===== src/ebdt_pkg.sv =====
// package for the eight-bit demodulating timer: offsets, fields, reset values
package ebdt_pkg;
    // register byte offsets
    localparam logic [7:0] OFS_CTRL_FIRST   = 8'h00;
    localparam logic [7:0] OFS_CTRL_SECOND  = 8'h04;
    localparam logic [7:0] OFS_INIT_LOW     = 8'h08;
    localparam logic [7:0] OFS_INIT_HIGH    = 8'h0c;
    localparam logic [7:0] OFS_POS_CAPTURE  = 8'h10;
    localparam logic [7:0] OFS_NEG_CAPTURE  = 8'h14;
    localparam logic [7:0] OFS_COUNTER      = 8'h18;
    localparam logic [7:0] OFS_IRQ_STATUS   = 8'h1c;
    localparam logic [7:0] OFS_IRQ_MASK     = 8'h20;
    // first control register fields
    localparam int CF_ENABLE     = 7;
    localparam int CF_SINGLE     = 6;
    localparam int CF_TIMEOUT    = 5;
    localparam int CF_CLKSEL_HI  = 4;
    localparam int CF_CLKSEL_LO  = 3;
    localparam int CF_CAP_IE     = 2;
    localparam int CF_TO_IE      = 1;
    // second control register fields
    localparam int CS_DEMOD      = 6;
    localparam int CS_EDGE_HI    = 5;
    localparam int CS_EDGE_LO    = 4;
    localparam int CS_POS_FLAG   = 1;
    localparam int CS_NEG_FLAG   = 0;
    // edge select codes
    localparam logic [1:0] EDGE_FALL = 2'h0;
    localparam logic [1:0] EDGE_RISE = 2'h1;
    localparam logic [1:0] EDGE_BOTH = 2'h2;
    // interrupt status bits
    localparam int IRQ_TIMEOUT = 0;
    localparam int IRQ_CAPTURE = 1;
    // reset values and demodulation reload value
    localparam logic [7:0] RST_CTRL  = 8'h00;
    localparam logic [7:0] RST_INIT  = 8'hff;
    localparam logic [7:0] DEMOD_RELOAD = 8'hff;
    // counter clock dividers, in system clocks
    localparam int DIV_SEL0 = 2;
    localparam int DIV_SEL1 = 4;
    localparam int DIV_SEL2 = 8;
    localparam int DIV_SEL3 = 16;
    localparam logic [1:0] AXI_OKAY   = 2'h0;
    localparam logic [1:0] AXI_SLVERR = 2'h2;
endpackage


===== src/ebdt_clkdiv.sv =====
// counter tick divider: one-cycle enable pulse every selected number of clocks
`timescale 1ns/1ps
`default_nettype none
module ebdt_clkdiv (
    input  wire logic       mclk_i,
    input  wire logic       reset_i,
    input  wire logic       run_i,
    input  wire logic [1:0] sel_i,
    output logic            tick_o
);
    logic [3:0] cnt;
    wire  [3:0] top_w = (sel_i == 2'h0) ? 4'(ebdt_pkg::DIV_SEL0 - 1) :
                        (sel_i == 2'h1) ? 4'(ebdt_pkg::DIV_SEL1 - 1) :
                        (sel_i == 2'h2) ? 4'(ebdt_pkg::DIV_SEL2 - 1) :
                                          4'(ebdt_pkg::DIV_SEL3 - 1);

    always_ff @(posedge mclk_i) begin
        if (reset_i || !run_i || cnt >= top_w) begin
            cnt <= 4'h0;
        end else begin
            cnt <= cnt + 4'h1;
        end
    end

    assign tick_o = run_i && (cnt >= top_w);
endmodule // ebdt_clkdiv
`default_nettype wire


===== src/ebdt_timer.sv =====
// eight-bit down-counter with modulo/single mode and edge demodulation capture
// What this block does
// RULE1 - writing 1 to enable field of first control register starts counter
// RULE2 - count mode 0: reload initial value at terminal count, keep running
// RULE3 - count mode 1: stop at terminal count
// RULE4 - time-out flag set at terminal count; cleared only by writing 1
// RULE5 - software clears time-out flag before enabling the counter
// RULE6 - software avoids read-modify-write of control registers with status bits
// RULE7 - clock select field picks rate of the counter decrement tick
// RULE8 - capture interrupt enable raises interrupt on every demodulation capture; code also requires irq_mask bit 1
// RULE9 - software loads both initial-count registers with ffh before demodulation
// RULE10 - demodulation: counting begins on first edge chosen by edge-select bits 5:4
// RULE11 - later qualifying edges capture one's complement of counter
// RULE12 - rising edge captures to positive register, falling to negative register
// RULE13 - capture sets matching edge flag bit 1 or 0; interrupt if enabled
// RULE14 - each capture reloads counter with ffh and counting continues
// RULE15 - demodulation terminal count sets time-out, may interrupt, continues from ffh
// RULE16 - capture input synchronised before edge detection, one event per transition
`timescale 1ns/1ps
`default_nettype none
module ebdt_timer (
    input  wire logic        mclk_i,
    input  wire logic        reset_i,
    input  wire logic [7:0]  s_axi_awaddr,
    input  wire logic        s_axi_awvalid,
    output logic             s_axi_awready,
    input  wire logic [31:0] s_axi_wdata,
    input  wire logic [3:0]  s_axi_wstrb,
    input  wire logic        s_axi_wvalid,
    output logic             s_axi_wready,
    output logic [1:0]       s_axi_bresp,
    output logic             s_axi_bvalid,
    input  wire logic        s_axi_bready,
    input  wire logic [7:0]  s_axi_araddr,
    input  wire logic        s_axi_arvalid,
    output logic             s_axi_arready,
    output logic [31:0]      s_axi_rdata,
    output logic [1:0]       s_axi_rresp,
    output logic             s_axi_rvalid,
    input  wire logic        s_axi_rready,
    input  wire logic        capture_pin_i,
    output logic             irq_o
);
    // =====================================================================
    // registers and state
    // =====================================================================
    logic [7:0] ctrl_first;
    logic [7:0] ctrl_second;
    logic [7:0] init_low;
    logic [7:0] init_high;
    logic [7:0] pos_capture;
    logic [7:0] neg_capture;
    logic [7:0] counter;
    logic [1:0] irq_status;
    logic [1:0] irq_mask;
    logic       running;
    logic       armed;
    logic       phase_high;
    logic       sync_a;
    logic       sync_b;
    logic       sync_prev;
    logic [7:0] aw_addr;
    logic       aw_held;
    logic [31:0] w_data;
    logic [3:0] w_strb;
    logic       w_held;

    // =====================================================================
    // bus write side
    // =====================================================================
    wire do_write = aw_held && w_held && !s_axi_bvalid;
    wire wlane0   = w_strb[0];
    wire [7:0] wb = w_data[7:0];
    wire wr_first  = do_write && wlane0 && aw_addr == ebdt_pkg::OFS_CTRL_FIRST;
    wire wr_second = do_write && wlane0 && aw_addr == ebdt_pkg::OFS_CTRL_SECOND;
    wire wr_low    = do_write && wlane0 && aw_addr == ebdt_pkg::OFS_INIT_LOW;
    wire wr_high   = do_write && wlane0 && aw_addr == ebdt_pkg::OFS_INIT_HIGH;
    wire wr_stat   = do_write && wlane0 && aw_addr == ebdt_pkg::OFS_IRQ_STATUS;
    wire wr_mask   = do_write && wlane0 && aw_addr == ebdt_pkg::OFS_IRQ_MASK;
    wire aw_hit    = aw_addr <= ebdt_pkg::OFS_IRQ_MASK && aw_addr[1:0] == 2'h0;

    assign s_axi_awready = !aw_held;
    assign s_axi_wready  = !w_held;

    always_ff @(posedge mclk_i) begin
        if (reset_i) begin
            aw_held <= 1'b0;
            w_held  <= 1'b0;
            aw_addr <= 8'h00;
            w_data  <= 32'h0;
            w_strb  <= 4'h0;
            s_axi_bvalid <= 1'b0;
            s_axi_bresp  <= ebdt_pkg::AXI_OKAY;
        end else begin
            if (s_axi_awvalid && !aw_held) begin
                aw_held <= 1'b1;
                aw_addr <= s_axi_awaddr;
            end
            if (s_axi_wvalid && !w_held) begin
                w_held <= 1'b1;
                w_data <= s_axi_wdata;
                w_strb <= s_axi_wstrb;
            end
            if (do_write) begin
                s_axi_bvalid <= 1'b1;
                s_axi_bresp  <= aw_hit ? ebdt_pkg::AXI_OKAY : ebdt_pkg::AXI_SLVERR;
            end
            if (s_axi_bvalid && s_axi_bready) begin
                s_axi_bvalid <= 1'b0;
                aw_held <= 1'b0;
                w_held  <= 1'b0;
            end
        end
    end

    // =====================================================================
    // edge detection
    // =====================================================================
    always_ff @(posedge mclk_i) begin
        if (reset_i) begin
            sync_a    <= 1'b0;
            sync_b    <= 1'b0;
            sync_prev <= 1'b0;
        end else begin
            sync_a    <= capture_pin_i; // [RULE16]
            sync_b    <= sync_a;
            sync_prev <= sync_b;
        end
    end

    wire       demod    = ctrl_second[ebdt_pkg::CS_DEMOD];
    wire [1:0] edge_sel = ctrl_second[ebdt_pkg::CS_EDGE_HI:ebdt_pkg::CS_EDGE_LO];
    wire rise_raw = sync_b && !sync_prev; // [RULE16]
    wire fall_raw = !sync_b && sync_prev;
    wire rise_q   = rise_raw && (edge_sel == ebdt_pkg::EDGE_RISE
                                 || edge_sel == ebdt_pkg::EDGE_BOTH); // [RULE10]
    wire fall_q   = fall_raw && (edge_sel == ebdt_pkg::EDGE_FALL
                                 || edge_sel == ebdt_pkg::EDGE_BOTH);
    wire edge_q   = rise_q || fall_q;

    // =====================================================================
    // counter core
    // =====================================================================
    wire enable    = ctrl_first[ebdt_pkg::CF_ENABLE];
    wire single    = ctrl_first[ebdt_pkg::CF_SINGLE];
    wire [1:0] csel = ctrl_first[ebdt_pkg::CF_CLKSEL_HI:ebdt_pkg::CF_CLKSEL_LO];
    wire tick;

    ebdt_clkdiv u_div (
        .mclk_i  (mclk_i),
        .reset_i (reset_i),
        .run_i   (running),
        .sel_i   (csel),
        .tick_o  (tick)
    ); // [RULE7]

    wire capture   = running && demod && armed && edge_q;        // [RULE11]
    wire term      = running && tick && counter == 8'h00 && !capture;
    wire cap_pos   = capture && rise_q;                          // [RULE12]
    wire cap_neg   = capture && fall_q;
    wire [7:0]  reload    = phase_high ? init_low : init_high;
    wire start     = wr_first && wb[ebdt_pkg::CF_ENABLE];

    always_ff @(posedge mclk_i) begin
        if (reset_i) begin
            counter    <= 8'h00;
            running    <= 1'b0;
            armed      <= 1'b0;
            phase_high <= 1'b0;
        end else if (start) begin
            counter    <= wb[ebdt_pkg::CF_SINGLE] ? init_low : init_high; // [RULE1]
            running    <= !ctrl_second[ebdt_pkg::CS_DEMOD];
            armed      <= 1'b0;
            phase_high <= 1'b1;
        end else if (enable && demod && !running && edge_q) begin
            running <= 1'b1;                                    // [RULE10]
            armed   <= 1'b1;
            counter <= ebdt_pkg::DEMOD_RELOAD;
        end else if (capture) begin
            counter <= ebdt_pkg::DEMOD_RELOAD;                  // [RULE14]
        end else if (term) begin
            if (demod) begin
                counter <= ebdt_pkg::DEMOD_RELOAD;              // [RULE15]
            end else if (single) begin
                running <= 1'b0;                                // [RULE3]
            end else begin
                counter    <= reload;                           // [RULE2]
                phase_high <= !phase_high;
            end
        end else if (running && tick) begin
            counter <= counter - 8'h01;
        end
    end

    // =====================================================================
    // control, status and capture registers
    // =====================================================================
    always_ff @(posedge mclk_i) begin
        if (reset_i) begin
            ctrl_first  <= ebdt_pkg::RST_CTRL;
            ctrl_second <= ebdt_pkg::RST_CTRL;
            init_low    <= ebdt_pkg::RST_INIT;
            init_high   <= ebdt_pkg::RST_INIT;
            pos_capture <= 8'h00;
            neg_capture <= 8'h00;
            irq_mask    <= 2'h0;
            irq_status  <= 2'h0;
        end else begin
            if (wr_first) begin
                ctrl_first[7:6] <= wb[7:6];
                ctrl_first[4:0] <= wb[4:0];
            end
            // set wins over a write-one clear
            ctrl_first[ebdt_pkg::CF_TIMEOUT] <= term
                || (ctrl_first[ebdt_pkg::CF_TIMEOUT]
                    && !(wr_first && wb[ebdt_pkg::CF_TIMEOUT]));   // [RULE4]
            if (wr_second) begin
                ctrl_second[7:2] <= wb[7:2];
            end
            ctrl_second[ebdt_pkg::CS_POS_FLAG] <= cap_pos
                || (ctrl_second[ebdt_pkg::CS_POS_FLAG]
                    && !(wr_second && wb[ebdt_pkg::CS_POS_FLAG])); // [RULE13]
            ctrl_second[ebdt_pkg::CS_NEG_FLAG] <= cap_neg
                || (ctrl_second[ebdt_pkg::CS_NEG_FLAG]
                    && !(wr_second && wb[ebdt_pkg::CS_NEG_FLAG]));
            if (wr_low) begin
                init_low <= wb;
            end
            if (wr_high) begin
                init_high <= wb;
            end
            if (cap_pos) begin
                pos_capture <= ~counter;                         // [RULE11]
            end
            if (cap_neg) begin
                neg_capture <= ~counter;                         // [RULE12]
            end
            if (wr_mask) begin
                irq_mask <= wb[1:0];
            end
            irq_status[ebdt_pkg::IRQ_TIMEOUT] <= term
                || (irq_status[ebdt_pkg::IRQ_TIMEOUT]
                    && !(wr_stat && wb[ebdt_pkg::IRQ_TIMEOUT]));
            irq_status[ebdt_pkg::IRQ_CAPTURE] <= capture
                || (irq_status[ebdt_pkg::IRQ_CAPTURE]
                    && !(wr_stat && wb[ebdt_pkg::IRQ_CAPTURE]));
        end
    end

    // enables in the first control register and the mask both gate the line
    wire to_irq  = irq_status[ebdt_pkg::IRQ_TIMEOUT] && irq_mask[ebdt_pkg::IRQ_TIMEOUT]
                   && ctrl_first[ebdt_pkg::CF_TO_IE];                 // [RULE15]
    wire cap_irq = irq_status[ebdt_pkg::IRQ_CAPTURE] && irq_mask[ebdt_pkg::IRQ_CAPTURE]
                   && ctrl_first[ebdt_pkg::CF_CAP_IE];                // [RULE8] [RULE13]
    assign irq_o = to_irq || cap_irq;

    // =====================================================================
    // bus read side
    // =====================================================================
    wire [7:0] rd_mux =
        (s_axi_araddr == ebdt_pkg::OFS_CTRL_FIRST)  ? ctrl_first  :
        (s_axi_araddr == ebdt_pkg::OFS_CTRL_SECOND) ? ctrl_second :
        (s_axi_araddr == ebdt_pkg::OFS_INIT_LOW)    ? init_low    :
        (s_axi_araddr == ebdt_pkg::OFS_INIT_HIGH)   ? init_high   :
        (s_axi_araddr == ebdt_pkg::OFS_POS_CAPTURE) ? pos_capture :
        (s_axi_araddr == ebdt_pkg::OFS_NEG_CAPTURE) ? neg_capture :
        (s_axi_araddr == ebdt_pkg::OFS_COUNTER)     ? counter     :
        (s_axi_araddr == ebdt_pkg::OFS_IRQ_STATUS)  ? {6'h0, irq_status} :
        (s_axi_araddr == ebdt_pkg::OFS_IRQ_MASK)    ? {6'h0, irq_mask}   : 8'h00;
    wire ar_hit = s_axi_araddr <= ebdt_pkg::OFS_IRQ_MASK && s_axi_araddr[1:0] == 2'h0;

    assign s_axi_arready = !s_axi_rvalid;

    always_ff @(posedge mclk_i) begin
        if (reset_i) begin
            s_axi_rvalid <= 1'b0;
            s_axi_rdata  <= 32'h0;
            s_axi_rresp  <= ebdt_pkg::AXI_OKAY;
        end else if (s_axi_arvalid && !s_axi_rvalid) begin
            s_axi_rvalid <= 1'b1;
            s_axi_rdata  <= {24'h0, rd_mux};
            s_axi_rresp  <= ar_hit ? ebdt_pkg::AXI_OKAY : ebdt_pkg::AXI_SLVERR;
        end else if (s_axi_rvalid && s_axi_rready) begin
            s_axi_rvalid <= 1'b0;
        end
    end

    // =====================================================================
    // assertions
    // =====================================================================
    property p_start;
        @(posedge mclk_i) disable iff (reset_i)
        start && !demod |=> running;
    endproperty
    a_start: assert property (p_start) else $error("counter did not start"); // [RULE1]

    property p_reload;
        @(posedge mclk_i) disable iff (reset_i)
        term && !demod && !single && !start |=> running && counter == $past(reload);
    endproperty
    a_reload: assert property (p_reload) else $error("modulo reload wrong"); // [RULE2]

    property p_single;
        @(posedge mclk_i) disable iff (reset_i)
        term && !demod && single && !start |=> !running;
    endproperty
    a_single: assert property (p_single) else $error("single pass kept running"); // [RULE3]

    property p_to_set;
        @(posedge mclk_i) disable iff (reset_i)
        term |=> ctrl_first[ebdt_pkg::CF_TIMEOUT] && irq_status[ebdt_pkg::IRQ_TIMEOUT];
    endproperty
    a_to_set: assert property (p_to_set) else $error("time-out flag not set"); // [RULE4]

    property p_to_hold;
        @(posedge mclk_i) disable iff (reset_i)
        ctrl_first[ebdt_pkg::CF_TIMEOUT] && !(wr_first && wb[ebdt_pkg::CF_TIMEOUT])
        |=> ctrl_first[ebdt_pkg::CF_TIMEOUT];
    endproperty
    a_to_hold: assert property (p_to_hold) else $error("time-out flag lost"); // [RULE4]

    property p_cap_pos;
        @(posedge mclk_i) disable iff (reset_i)
        cap_pos |=> pos_capture == ~$past(counter) && ctrl_second[ebdt_pkg::CS_POS_FLAG];
    endproperty
    a_cap_pos: assert property (p_cap_pos) else $error("positive capture wrong"); // [RULE12]

    property p_cap_neg;
        @(posedge mclk_i) disable iff (reset_i)
        cap_neg |=> neg_capture == ~$past(counter) && ctrl_second[ebdt_pkg::CS_NEG_FLAG];
    endproperty
    a_cap_neg: assert property (p_cap_neg) else $error("negative capture wrong"); // [RULE13]

    property p_cap_reload;
        @(posedge mclk_i) disable iff (reset_i)
        capture && !start |=> counter == ebdt_pkg::DEMOD_RELOAD;
    endproperty
    a_cap_reload: assert property (p_cap_reload) else $error("no reload on capture"); // [RULE14]

    property p_cap_irq;
        @(posedge mclk_i) disable iff (reset_i)
        capture && irq_mask[1] && ctrl_first[ebdt_pkg::CF_CAP_IE] && !wr_first && !wr_mask
        |=> irq_o;
    endproperty
    a_cap_irq: assert property (p_cap_irq) else $error("capture irq missing"); // [RULE8]

    property p_demod_to;
        @(posedge mclk_i) disable iff (reset_i)
        term && demod && !start |=> counter == ebdt_pkg::DEMOD_RELOAD && running;
    endproperty
    a_demod_to: assert property (p_demod_to) else $error("demod time-out wrong"); // [RULE15]

    property p_first_edge;
        @(posedge mclk_i) disable iff (reset_i)
        enable && demod && !running && edge_q && !start |=> running && !capture;
    endproperty
    a_first_edge: assert property (p_first_edge) else $error("first edge no start"); // [RULE10]

    property p_sync;
        @(posedge mclk_i) disable iff (reset_i)
        rise_raw |-> $past(capture_pin_i, 2) && !$past(capture_pin_i, 3);
    endproperty
    a_sync: assert property (p_sync) else $error("double edge event"); // [RULE16]

    c_capture: cover property (@(posedge mclk_i) disable iff (reset_i) cap_pos);
    c_capneg:  cover property (@(posedge mclk_i) disable iff (reset_i) cap_neg);
    c_modulo:  cover property (@(posedge mclk_i) disable iff (reset_i) term && !single);
    c_irq:     cover property (@(posedge mclk_i) disable iff (reset_i) irq_o);
endmodule // ebdt_timer
`default_nettype wire


===== config.mk =====
export PLATFORM = sky130hd
export DESIGN_NAME = ebdt_timer
export DESIGN_NICKNAME = d
export VERILOG_FILES = /design/src/ebdt_pkg.sv /design/src/ebdt_clkdiv.sv /design/src/ebdt_timer.sv
export SDC_FILE = /design/constraint.sdc
export NUM_CORES = 1
export LEC_CHECK = 0
export BUFFER_PORTS_ARGS = -buffer_cell sky130_fd_sc_hd__buf_4
export CORE_AREA = 2 2 96 190
export DETAILED_ROUTE_END_ITERATION = 8
export DIE_AREA = 0 0 98 192
export SYNTH_ARGS = -nofsm -noshare
export SYNTH_HDL_FRONTEND = slang
export SYNTH_SLANG_ARGS = --single-unit

===== constraint.sdc =====
create_clock -name mclk_i -period 1.9 [get_ports mclk_i]
set_input_delay 0.19 -clock mclk_i [delete_from_list [all_inputs] [get_ports mclk_i]]
set_output_delay 0.19 -clock mclk_i [all_outputs]
set_load 0.02 [all_outputs]

==> flow_summary.ini, run 1 <==
[setup_path]
cp-start-kind = flop
path_max_fanout = 3
cp_data_arrival_time_ns = 2.32
required_ns = 2.15
criticalPathCategory = reg -> reg
ff2ff_path_depth = 8
end_kind = flop
r2r_setup_slack_ns = -0.17
r2r-start = aw_addr[7]
cp-startpoint = aw_addr[7]

[cts]
clk_latency_ns = 0.36
ctsHtreeMaxLevel = 3
numCtsBuffers = 9
cts_tree = yes
clock_path_buffers = 2
clockRootBuffer = clkbuf_16
clock_sinks = 101
cts.clk_slew.worst_paths_ns = 0.07

[sta]
timing.fmax_ghz = 0.484
setup_viol = 24
period_minus_slack_ns = 2.07
rsz0062_at_grt = yes
slew_headroom_pct = 61.5
slew_viol_final = 0
finClkSkew_ns = 0.0109
fin_ws_ns = -0.168
hold_viol = 0
min_period_over_period_pct = 109
worstMarginPinSlew_ns = 0.576

[logic_synthesis]
ys_dominant_reg_cell = dfxtp_1
synth_cell_types = 58
synth_edf_count = 0
async_flop_share_pct = 0
synth_largest_area_cell = dfxtp_1
yosysSeqAreaShare_pct = 39.6
post-synth-top-area-fraction_pct = 39.6
synth_area_mm2 = 0.00510
syn_inst = 600
ys_warn_count = 0
ys_top_cells_by_area = dfxtp_1, mux2i_1, nor2_1
synth-seq-cells = 101
syn_avg_cell_area_um2 = 8.51

[grt]
overflow = 0
antenna_found_initial = 0
grt_pass1_vias = 4458
grt_pass1_wl_mm = 23.1
grtUsageTotal_pct = 15.7
grt_max_degree = 34

[floorplanning]
core_mm2 = 0.0173
die_h_um = 192
die_w_um = 98
start_util_pct = 29.5
fp.dieArea_mm2 = 0.0188
rows = 68
ios = 102

[layout]
antenna_cells = 0
fill_cells = 1726
drive_gt1_share_pct = 29.9
final_cell_mix = buf_4, dfxtp_1, nor2_1, nand2_1, mux2i_1
fin_area_mm2 = 0.00684
num-nets-final = 775
syn_to_final_growth_pct = 34.1
final_common_cell = buf_4

[place]
port_buffers = 48
place.gp.congestion = 0.879
place_area_mm2 = 0.00613
hpwl_mm = 11.3

[hold_path]
hp-start = s_axi_awvalid
min_path_type = in -> reg
hold_depth = 2

[detailed_routing]
vias = 4535
routed_wl_mm = 14.8
drt_iter0_drc = 241
antenna_left = 0
wl_per_cell_um = 16.0
firstDrtPassIters = 4
drc_errors = 0
vias_per_cell = 4.91

[power]
leakagePower_nw = 2.92
power_density_mw_per_mm2 = 655
power.total_mw = 4.48
ir_drop_mv = 0.562

[run_status]
violations = negative setup slack
outcome = complete, but fails checks

[run]
cap_violations = 0
-- cells in the mapped netlist, types with 3 or more instances --
cell	number
dfxtp_1	101
nor2_1	80
nand2_1	67
mux2i_1	48
a21oi_1	40
buf_4	27
nor2b_1	24
clkbuf_1	22
inv_1	21
a211oi_1	20
nand3_1	12
o21ai_0	11
a32o_1	9
nor3_1	9
ha_1	7
nand2b_1	7
buf_1	6
o221ai_1	6
o221a_2	5
xor2_1	5
a211o_1	4
a21o_1	4
nand3b_1	4
nand4_1	4
o21a_1	4
and3_1	3
buf_2	3
o211ai_1	3
or3_1	3
xnor2_1	3
-- path summary, 6_finish.rpt --
kind	to
max	counter[5]
min	aw_held
max reg2reg	counter[5]
min reg2reg	s_axi_rdata[2]
-- area by class of cell --
| type | count | area, µm² | area share [%] |
|---|---|---|---|
| timing repair buffer | 132 | 1130 | 16.5 |
| sequential | 101 | 2030 | 29.7 |
| clock inverter | 7 | 71.3 | 1.04 |
| tap | 210 | 263 | 3.84 |
| inverter | 21 | 78.8 | 1.15 |
| clock buffer | 9 | 225 | 3.29 |
| multi-input combinational | 443 | 3040 | 44.5 |
-- where the power goes --
part,total (mW),switching [mW],internal (mW)
Clock,1.86,0.927,0.934
Combinational,0.437,0.258,0.179
Sequential,2.18,0.0345,2.15
-- per-stage QoR --
step | setup TNS [ns] | cells | hold slack (ns) | util [%] | setup slack (ns)
after floorplan | -1.15 | 625 | 0.289 | - | -0.105
after global placement | -2.16 | 896 | 0.382 | 35.5 | -0.225
after detailed placement | -2.77 | 896 | 0.383 | 35.5 | -0.270
after CTS | -2.06 | 921 | 0.0227 | 38.4 | -0.198
after global routing | -3.09 | 923 | 0.0250 | 39.6 | -0.233
final | -1.56 | 923 | 0.0331 | 39.6 | -0.168
-- kinds of logic (layout without fill, tap and decap cells) --
logic type      Yosys count  count (layout)  share of synthesized area [%]
flops                   101             101                           39.6
fa+ha+maj                 7               7                           1.72
xor+xnor                  8               8                           1.37
other cells               1              26                         0.0735
simple gates            230             230                           21.7
compound gates          121             121                           16.7
mux                      51              51                           10.5
buf+inv                  81             169                           8.31
-- metal layers --
| layer | vias up | global-route usage [%] | wire length, µm |
|---|---|---|---|
| li1 | 2261 | - | - |
| met3 | 31 | 2.29 | 402 |
| met5 | - | 0 | 0 |
| met2 | 106 | 31.9 | 8660 |
| met1 | 2137 | 14.7 | 5220 |
| met4 | 0 | 8.07 | 515 |
-- flip-flops by register name (all words and copies together) (netlist names), 2 cells and up --
signal / cells
init_low: 8
pos_capture: 8
aw_addr: 8
init_high: 8
s_axi_rdata: 8
u_div.cnt: 4
w_data: 8
irq_status: 2
irq_mask: 2
counter: 8
ctrl_first: 8
ctrl_second: 8
neg_capture: 8
-- worst max-delay path: stages (launching register included) --
cell and delay (ns):
dfxtp_2 0.32, or4b_4 0.57, nor4_4 0.25, buf_6 0.18
a31oi_4 0.05, o21a_4 0.16, buf_6 0.12, mux2i_1 0.10
a21o_1 0.19
-- repair_timing --
| item | 4_1_cts | 5_1_grt |
|---|---|---|
| resized for setup | 26 | 56 |
| pin swaps | 20 | 25 |
| cloned | 1 | 1 |
| setup endpoints to repair | 19 | 38 |
| hold endpoints to repair | 1 | 0 |
| setup buffers | 7 | 3 |
| hold buffers | 1 | 0 |
(Power assumes the default switching activity.)
==> inputs of run 2 (changes only) <==
--- a/config.mk
+++ b/config.mk
@@ -5,10 +5,11 @@
 export SDC_FILE = /design/constraint.sdc
 export NUM_CORES = 1
 export LEC_CHECK = 0
-export BUFFER_PORTS_ARGS = -buffer_cell sky130_fd_sc_hd__buf_4
+export BUFFER_PORTS_ARGS = -buffer_cell sky130_fd_sc_hd__buf_2
 export CORE_AREA = 2 2 96 190
 export DETAILED_ROUTE_END_ITERATION = 8
 export DIE_AREA = 0 0 98 192
+export HOLD_SLACK_MARGIN = 0.12
 export SYNTH_ARGS = -nofsm -noshare
 export SYNTH_HDL_FRONTEND = slang
 export SYNTH_SLANG_ARGS = --single-unit
==> flow_summary.ini, run 2 (synthesis results as in run 1) <==
[run_status]
outcome = complete, but fails checks
violations = negative setup slack

[floorplanning]
core_mm2 = 0.0173
ios = 102
fp.dieArea_mm2 = 0.0188
rows = 68
die_w_um = 98
start_util_pct = 29.5
die_h_um = 192

[power]
ir_drop_mv = 0.450
leakagePower_nw = 2.96
power_density_mw_per_mm2 = 658

[cts]
clock_sinks = 101
clock_path_buffers = 2
clockRootBuffer = clkbuf_16
ctsHtreeMaxLevel = 3
cts.clk_slew.worst_paths_ns = 0.07
numCtsBuffers = 9
cts_tree = yes
clk_latency_ns = 0.36

[grt]
grt_max_degree = 35
grt_pass1_vias = 4565
overflow = 0
grtUsageTotal_pct = 16.2
grt_pass1_wl_mm = 23.7
antenna_found_initial = 0

[hold_path]
min_path_type = in -> reg

[layout]
num-nets-final = 797
antenna_cells = 0
syn_to_final_growth_pct = 34.8
drive_gt1_share_pct = 28.4
final_common_cell = dfxtp_1
final_cell_mix = dfxtp_1, nor2_1, buf_4, nand2_1, buf_2
fill_cells = 1710
utilization_pct = 39.8
fin_cells = 945

[setup_path]
path_max_fanout = 7
criticalPathCategory = reg -> reg
cp_data_arrival_time_ns = 2.38
cp-start-kind = flop
required_ns = 2.15
end_kind = flop

[place]
dpl.cell_count = 899
place.gp.congestion = 0.917
port_buffers = 48
place_ws_ns = -0.260
hpwl_mm = 11.4

[sta]
min_period_over_period_pct = 112
period_minus_slack_ns = 2.13
finClkSkew_ns = 0.0130
slew_headroom_pct = 64.1
slew_viol_final = 0
worstMarginPinSlew_ns = 0.537
fin_ws_ns = -0.234
setup_viol = 19
setup_tns_ns = -1.79
rsz0062_at_grt = yes
hold_viol = 0
timing.fmax_ghz = 0.468

[detailed_routing]
vias = 4622
antenna_left = 0
wl_met3_um = 448
vias_per_cell = 4.89
drt_iter0_drc = 215
wl_per_cell_um = 16.0
wirelength_met1_mm = 5.18
dr_wl_met2_mm = 8.75
routed_wl_mm = 15.2
dr.max_layer_used = met4
drc_errors = 0
firstDrtPassIters = 4

[run]
cap_violations = 0
==> run 2: changes by cell type in the layout (fill, tap and decap cells not counted), sizes merged <==
cell         delta
dlygate4sd3    +22
inv             -4
clkinvlp        +2
bufinv          +1
clkinv          +1
==> run 2: timing repair <==
action / 4_1_cts / 5_1_grt
hold endpoints to repair: 22 / 0
pin swaps: 15 / 12
setup endpoints to repair: 27 / 35
gates resized for setup: 27 / 36
hold buffers: 23 / 0
buffers inserted: 5 / 2
gates cloned: 1 / 0
==> run 2: layer usage <==
metal | GRT usage [%] | up-vias
li1 | - | 2315
met3 | 2.62 | 40
met4 | 10.0 | 0
met1 | 14.8 | 2164
met5 | 0 | -
met2 | 32.1 | 103
==> run 2: final timing paths <==
| kind | start | to | slack [ns] | cells after the start |
|---|---|---|---|---|
| setup / recovery | ctrl_first[4] | counter[3] | -0.23 | 8 |
| hold / removal | s_axi_arvalid | s_axi_rdata[6] | 0.24 | 4 |
| setup reg to reg | ctrl_first[4] | counter[3] | -0.23 | 8 |
| hold reg to reg | s_axi_rdata[5] | s_axi_rdata[5] | 0.43 | 2 |
==> run 2: per-stage QoR <==
step           instance area, µm²  power, mW  hold slack [ns]
2_1_floorplan                5230       2.51            0.289
3_3_place_gp                 6020       2.64            0.381
3_5_place_dp                 6020       2.64            0.382
4_1_cts                      6750       4.58            0.254
5_1_grt                      6880       4.70            0.275
6_report                     6880       4.53            0.244
==> run 2: power breakdown <==
| group | switching, mW | leakage, nW | internal (mW) |
|---|---|---|---|
| Combinational | 0.269 | 1.99 | 0.185 |
| Sequential | 0.0332 | 0.821 | 2.15 |
| Clock | 0.852 | 0.144 | 1.04 |
| Total | 1.15 | 2.96 | 3.37 |
==> run 2: critical path, stage by stage (launching register included) <==
cell and delay (ns):
dfxtp_4 0.38, nand2_2 0.07, ha_4 0.29, nand3_4 0.08, a2bb2oi_4 0.19, or3_4 0.41
o31ai_2 0.27, a22oi_2 0.10, a32o_1 0.26
==> run 2: final cells by class <==
cell class	count	area, µm²	area share (%)
clock inverter	7	82.6	1.20
inverter	21	78.8	1.15
clock buffer	9	225	3.27
timing repair buffer	154	1190	17.3
multi-input combinational	443	3010	43.8
tap	210	263	3.82
sequential	101	2030	29.5
==> inputs of run 3 (changes only) <==
--- a/config.mk
+++ b/config.mk
@@ -5,10 +5,10 @@
 export SDC_FILE = /design/constraint.sdc
 export NUM_CORES = 1
 export LEC_CHECK = 0
-export BUFFER_PORTS_ARGS = -buffer_cell sky130_fd_sc_hd__buf_2
 export CORE_AREA = 2 2 96 190
 export DETAILED_ROUTE_END_ITERATION = 8
 export DIE_AREA = 0 0 98 192
+export DONT_BUFFER_PORTS = 1
 export HOLD_SLACK_MARGIN = 0.12
 export SYNTH_ARGS = -nofsm -noshare
 export SYNTH_HDL_FRONTEND = slang
==> flow_summary.ini, run 3 (synthesis results as in run 1) <==
[floorplanning]
die_h_um = 192
start_util_pct = 29.5
core_mm2 = 0.0173
rows = 68
die_w_um = 98
ios = 102
fp.dieArea_mm2 = 0.0188

[layout]
num-nets-final = 742
final_common_cell = dfxtp_1
antenna_cells = 0
syn_to_final_growth_pct = 28.8
drive_gt1_share_pct = 21.5
fill_cells = 1730
utilization_pct = 38.1
final_cell_mix = dfxtp_1, nor2_1, nand2_1, buf_4, mux2i_1

[grt]
grt_max_degree = 74
antenna_found_initial = 0
grtUsageTotal_pct = 15.9
grt_pass1_vias = 4429
overflow = 0
grt_pass1_wl_mm = 23.2

[setup_path]
r2r_setup_slack_ns = -0.16
ff2ff_path_depth = 9
criticalPathCategory = reg -> reg
end_kind = flop
cp-startpoint = ctrl_first[4]
critPathCapture = counter[1]
required_ns = 2.16
cp_data_arrival_time_ns = 2.32
path_max_fanout = 6
reg2reg_to = counter[1]
r2r-start = ctrl_first[4]
cp-start-kind = flop

[run_status]
violations = negative setup slack
outcome = complete, but fails checks

[sta]
period_minus_slack_ns = 2.06
min_period_over_period_pct = 108
finClkSkew_ns = 0.0134
slew_viol_final = 0
rsz0062_at_grt = yes
setup_viol = 20
timing.fmax_ghz = 0.486
hold_slack_ns = 0.137
fin_ws_ns = -0.159
worstMarginPinSlew_ns = 0.583
hold_viol = 0
slew_headroom_pct = 61.0
setup_tns_ns = -1.56

[cts]
ctsHtreeMaxLevel = 3
cts_tree = yes
clock_sinks = 101
clockRootBuffer = clkbuf_16
numCtsBuffers = 9
clk_latency_ns = 0.36
clock_path_buffers = 2
cts.clk_slew.worst_paths_ns = 0.08

[place]
port_buffers = 0
hpwl_mm = 10.8
place.gp.congestion = 0.882

[power]
p_sw_share_pct = 25.1
leakagePower_nw = 2.72
power_density_mw_per_mm2 = 687
p_clk_share_pct = 43.4
p_sw_mw = 1.13
p_comb_share_pct = 8.1
ir_drop_mv = 0.480
pwr-share-seq_pct = 48.5
p_int_mw = 3.38

[detailed_routing]
vias = 4456
vias_per_cell = 5.01
drc_errors = 0
wl_per_cell_um = 16.5
routed_wl_mm = 14.7
drt_iter0_drc = 244
firstDrtPassIters = 4
antenna_left = 0

[hold_path]
min_path_type = in -> reg

[run]
cap_violations = 0
==> run 3: cell types whose count changed in the layout (fill, tap and decap cells not counted), sizes merged <==
cell	previous run	this run
buf	130	74
clkinvlp	2	0
clkbuf	10	11
dlygate4sd3	23	24
inv	23	24
==> run 3: metal layers <==
layer,vias to the layer above,routed length [µm],global-route usage (%)
li1,2193,-,-
met1,2104,5030,15.1
met2,118,8400,30.8
met3,41,513,2.37
met4,0,779,10.3
met5,-,0,0
==> run 3: final cells by class <==
type / count / area (µm²) / area share [%]
Clock buffer: 10 / 239 / 3.64
Inverter: 21 / 78.8 / 1.20
Clock inverter: 6 / 76.3 / 1.16
Tap cell: 210 / 263 / 4.00
Multi-Input combinational cell: 443 / 2950 / 44.9
Timing Repair Buffer: 99 / 937 / 14.3
Sequential cell: 101 / 2030 / 30.8
==> run 3: worst max-delay path, stage by stage, from the launching register on <==
cell and delay (ns):
dfxtp_2 0.35, inv_1 0.08, ha_4 0.28, nand3_4 0.08, a2bb2oi_4 0.18, buf_12 0.14
a211oi_4 0.36, mux2_4 0.23, nand2_2 0.04, a32o_1 0.24
==> run 3: how the worst min path moves through the flow <==
stage	start	to	slack, ns	depth (start not counted)
detailed placement	reset_i	ctrl_first[3]	0.27	1
finish	s_axi_araddr[4]	s_axi_rdata[2]	0.14	3
CTS	s_axi_araddr[4]	s_axi_rdata[7]	0.13	3
floorplan	s_axi_rready	s_axi_rvalid	0.29	1
global placement	reset_i	ctrl_first[4]	0.27	1
global route	s_axi_araddr[4]	s_axi_rdata[2]	0.15	3
==> run 3: through the flow <==
step	setup WS [ns]	instances	power, mW	area [µm²]
CTS	-0.166	888	4.57	6480
detailed placement	-0.242	843	2.53	5710
global route	-0.260	890	4.68	6570
global placement	-0.191	843	2.52	5710
floorplan	-0.105	625	2.51	5230
finish	-0.159	890	4.52	6570
==> run 3: power by group through the flow <==
stage	Sequential [mW]	Combinational, mW	Clock (mW)
CTS	2.19	0.364	2.02
floorplan	2.23	0.283	0
detailed placement	2.24	0.286	0
global placement	2.24	0.284	0
global route	2.19	0.397	2.09
finish	2.19	0.367	1.96
==> run 3: repair_timing <==
action                                  4_1_cts  5_1_grt
endpoints found under the setup margin       22       35
hold buffers                                 25        0
pin swaps                                     9       16
gates resized for setup                      27       27
gates cloned                                  1        0
endpoints found under the hold margin        79        0
setup buffers                                 3        2
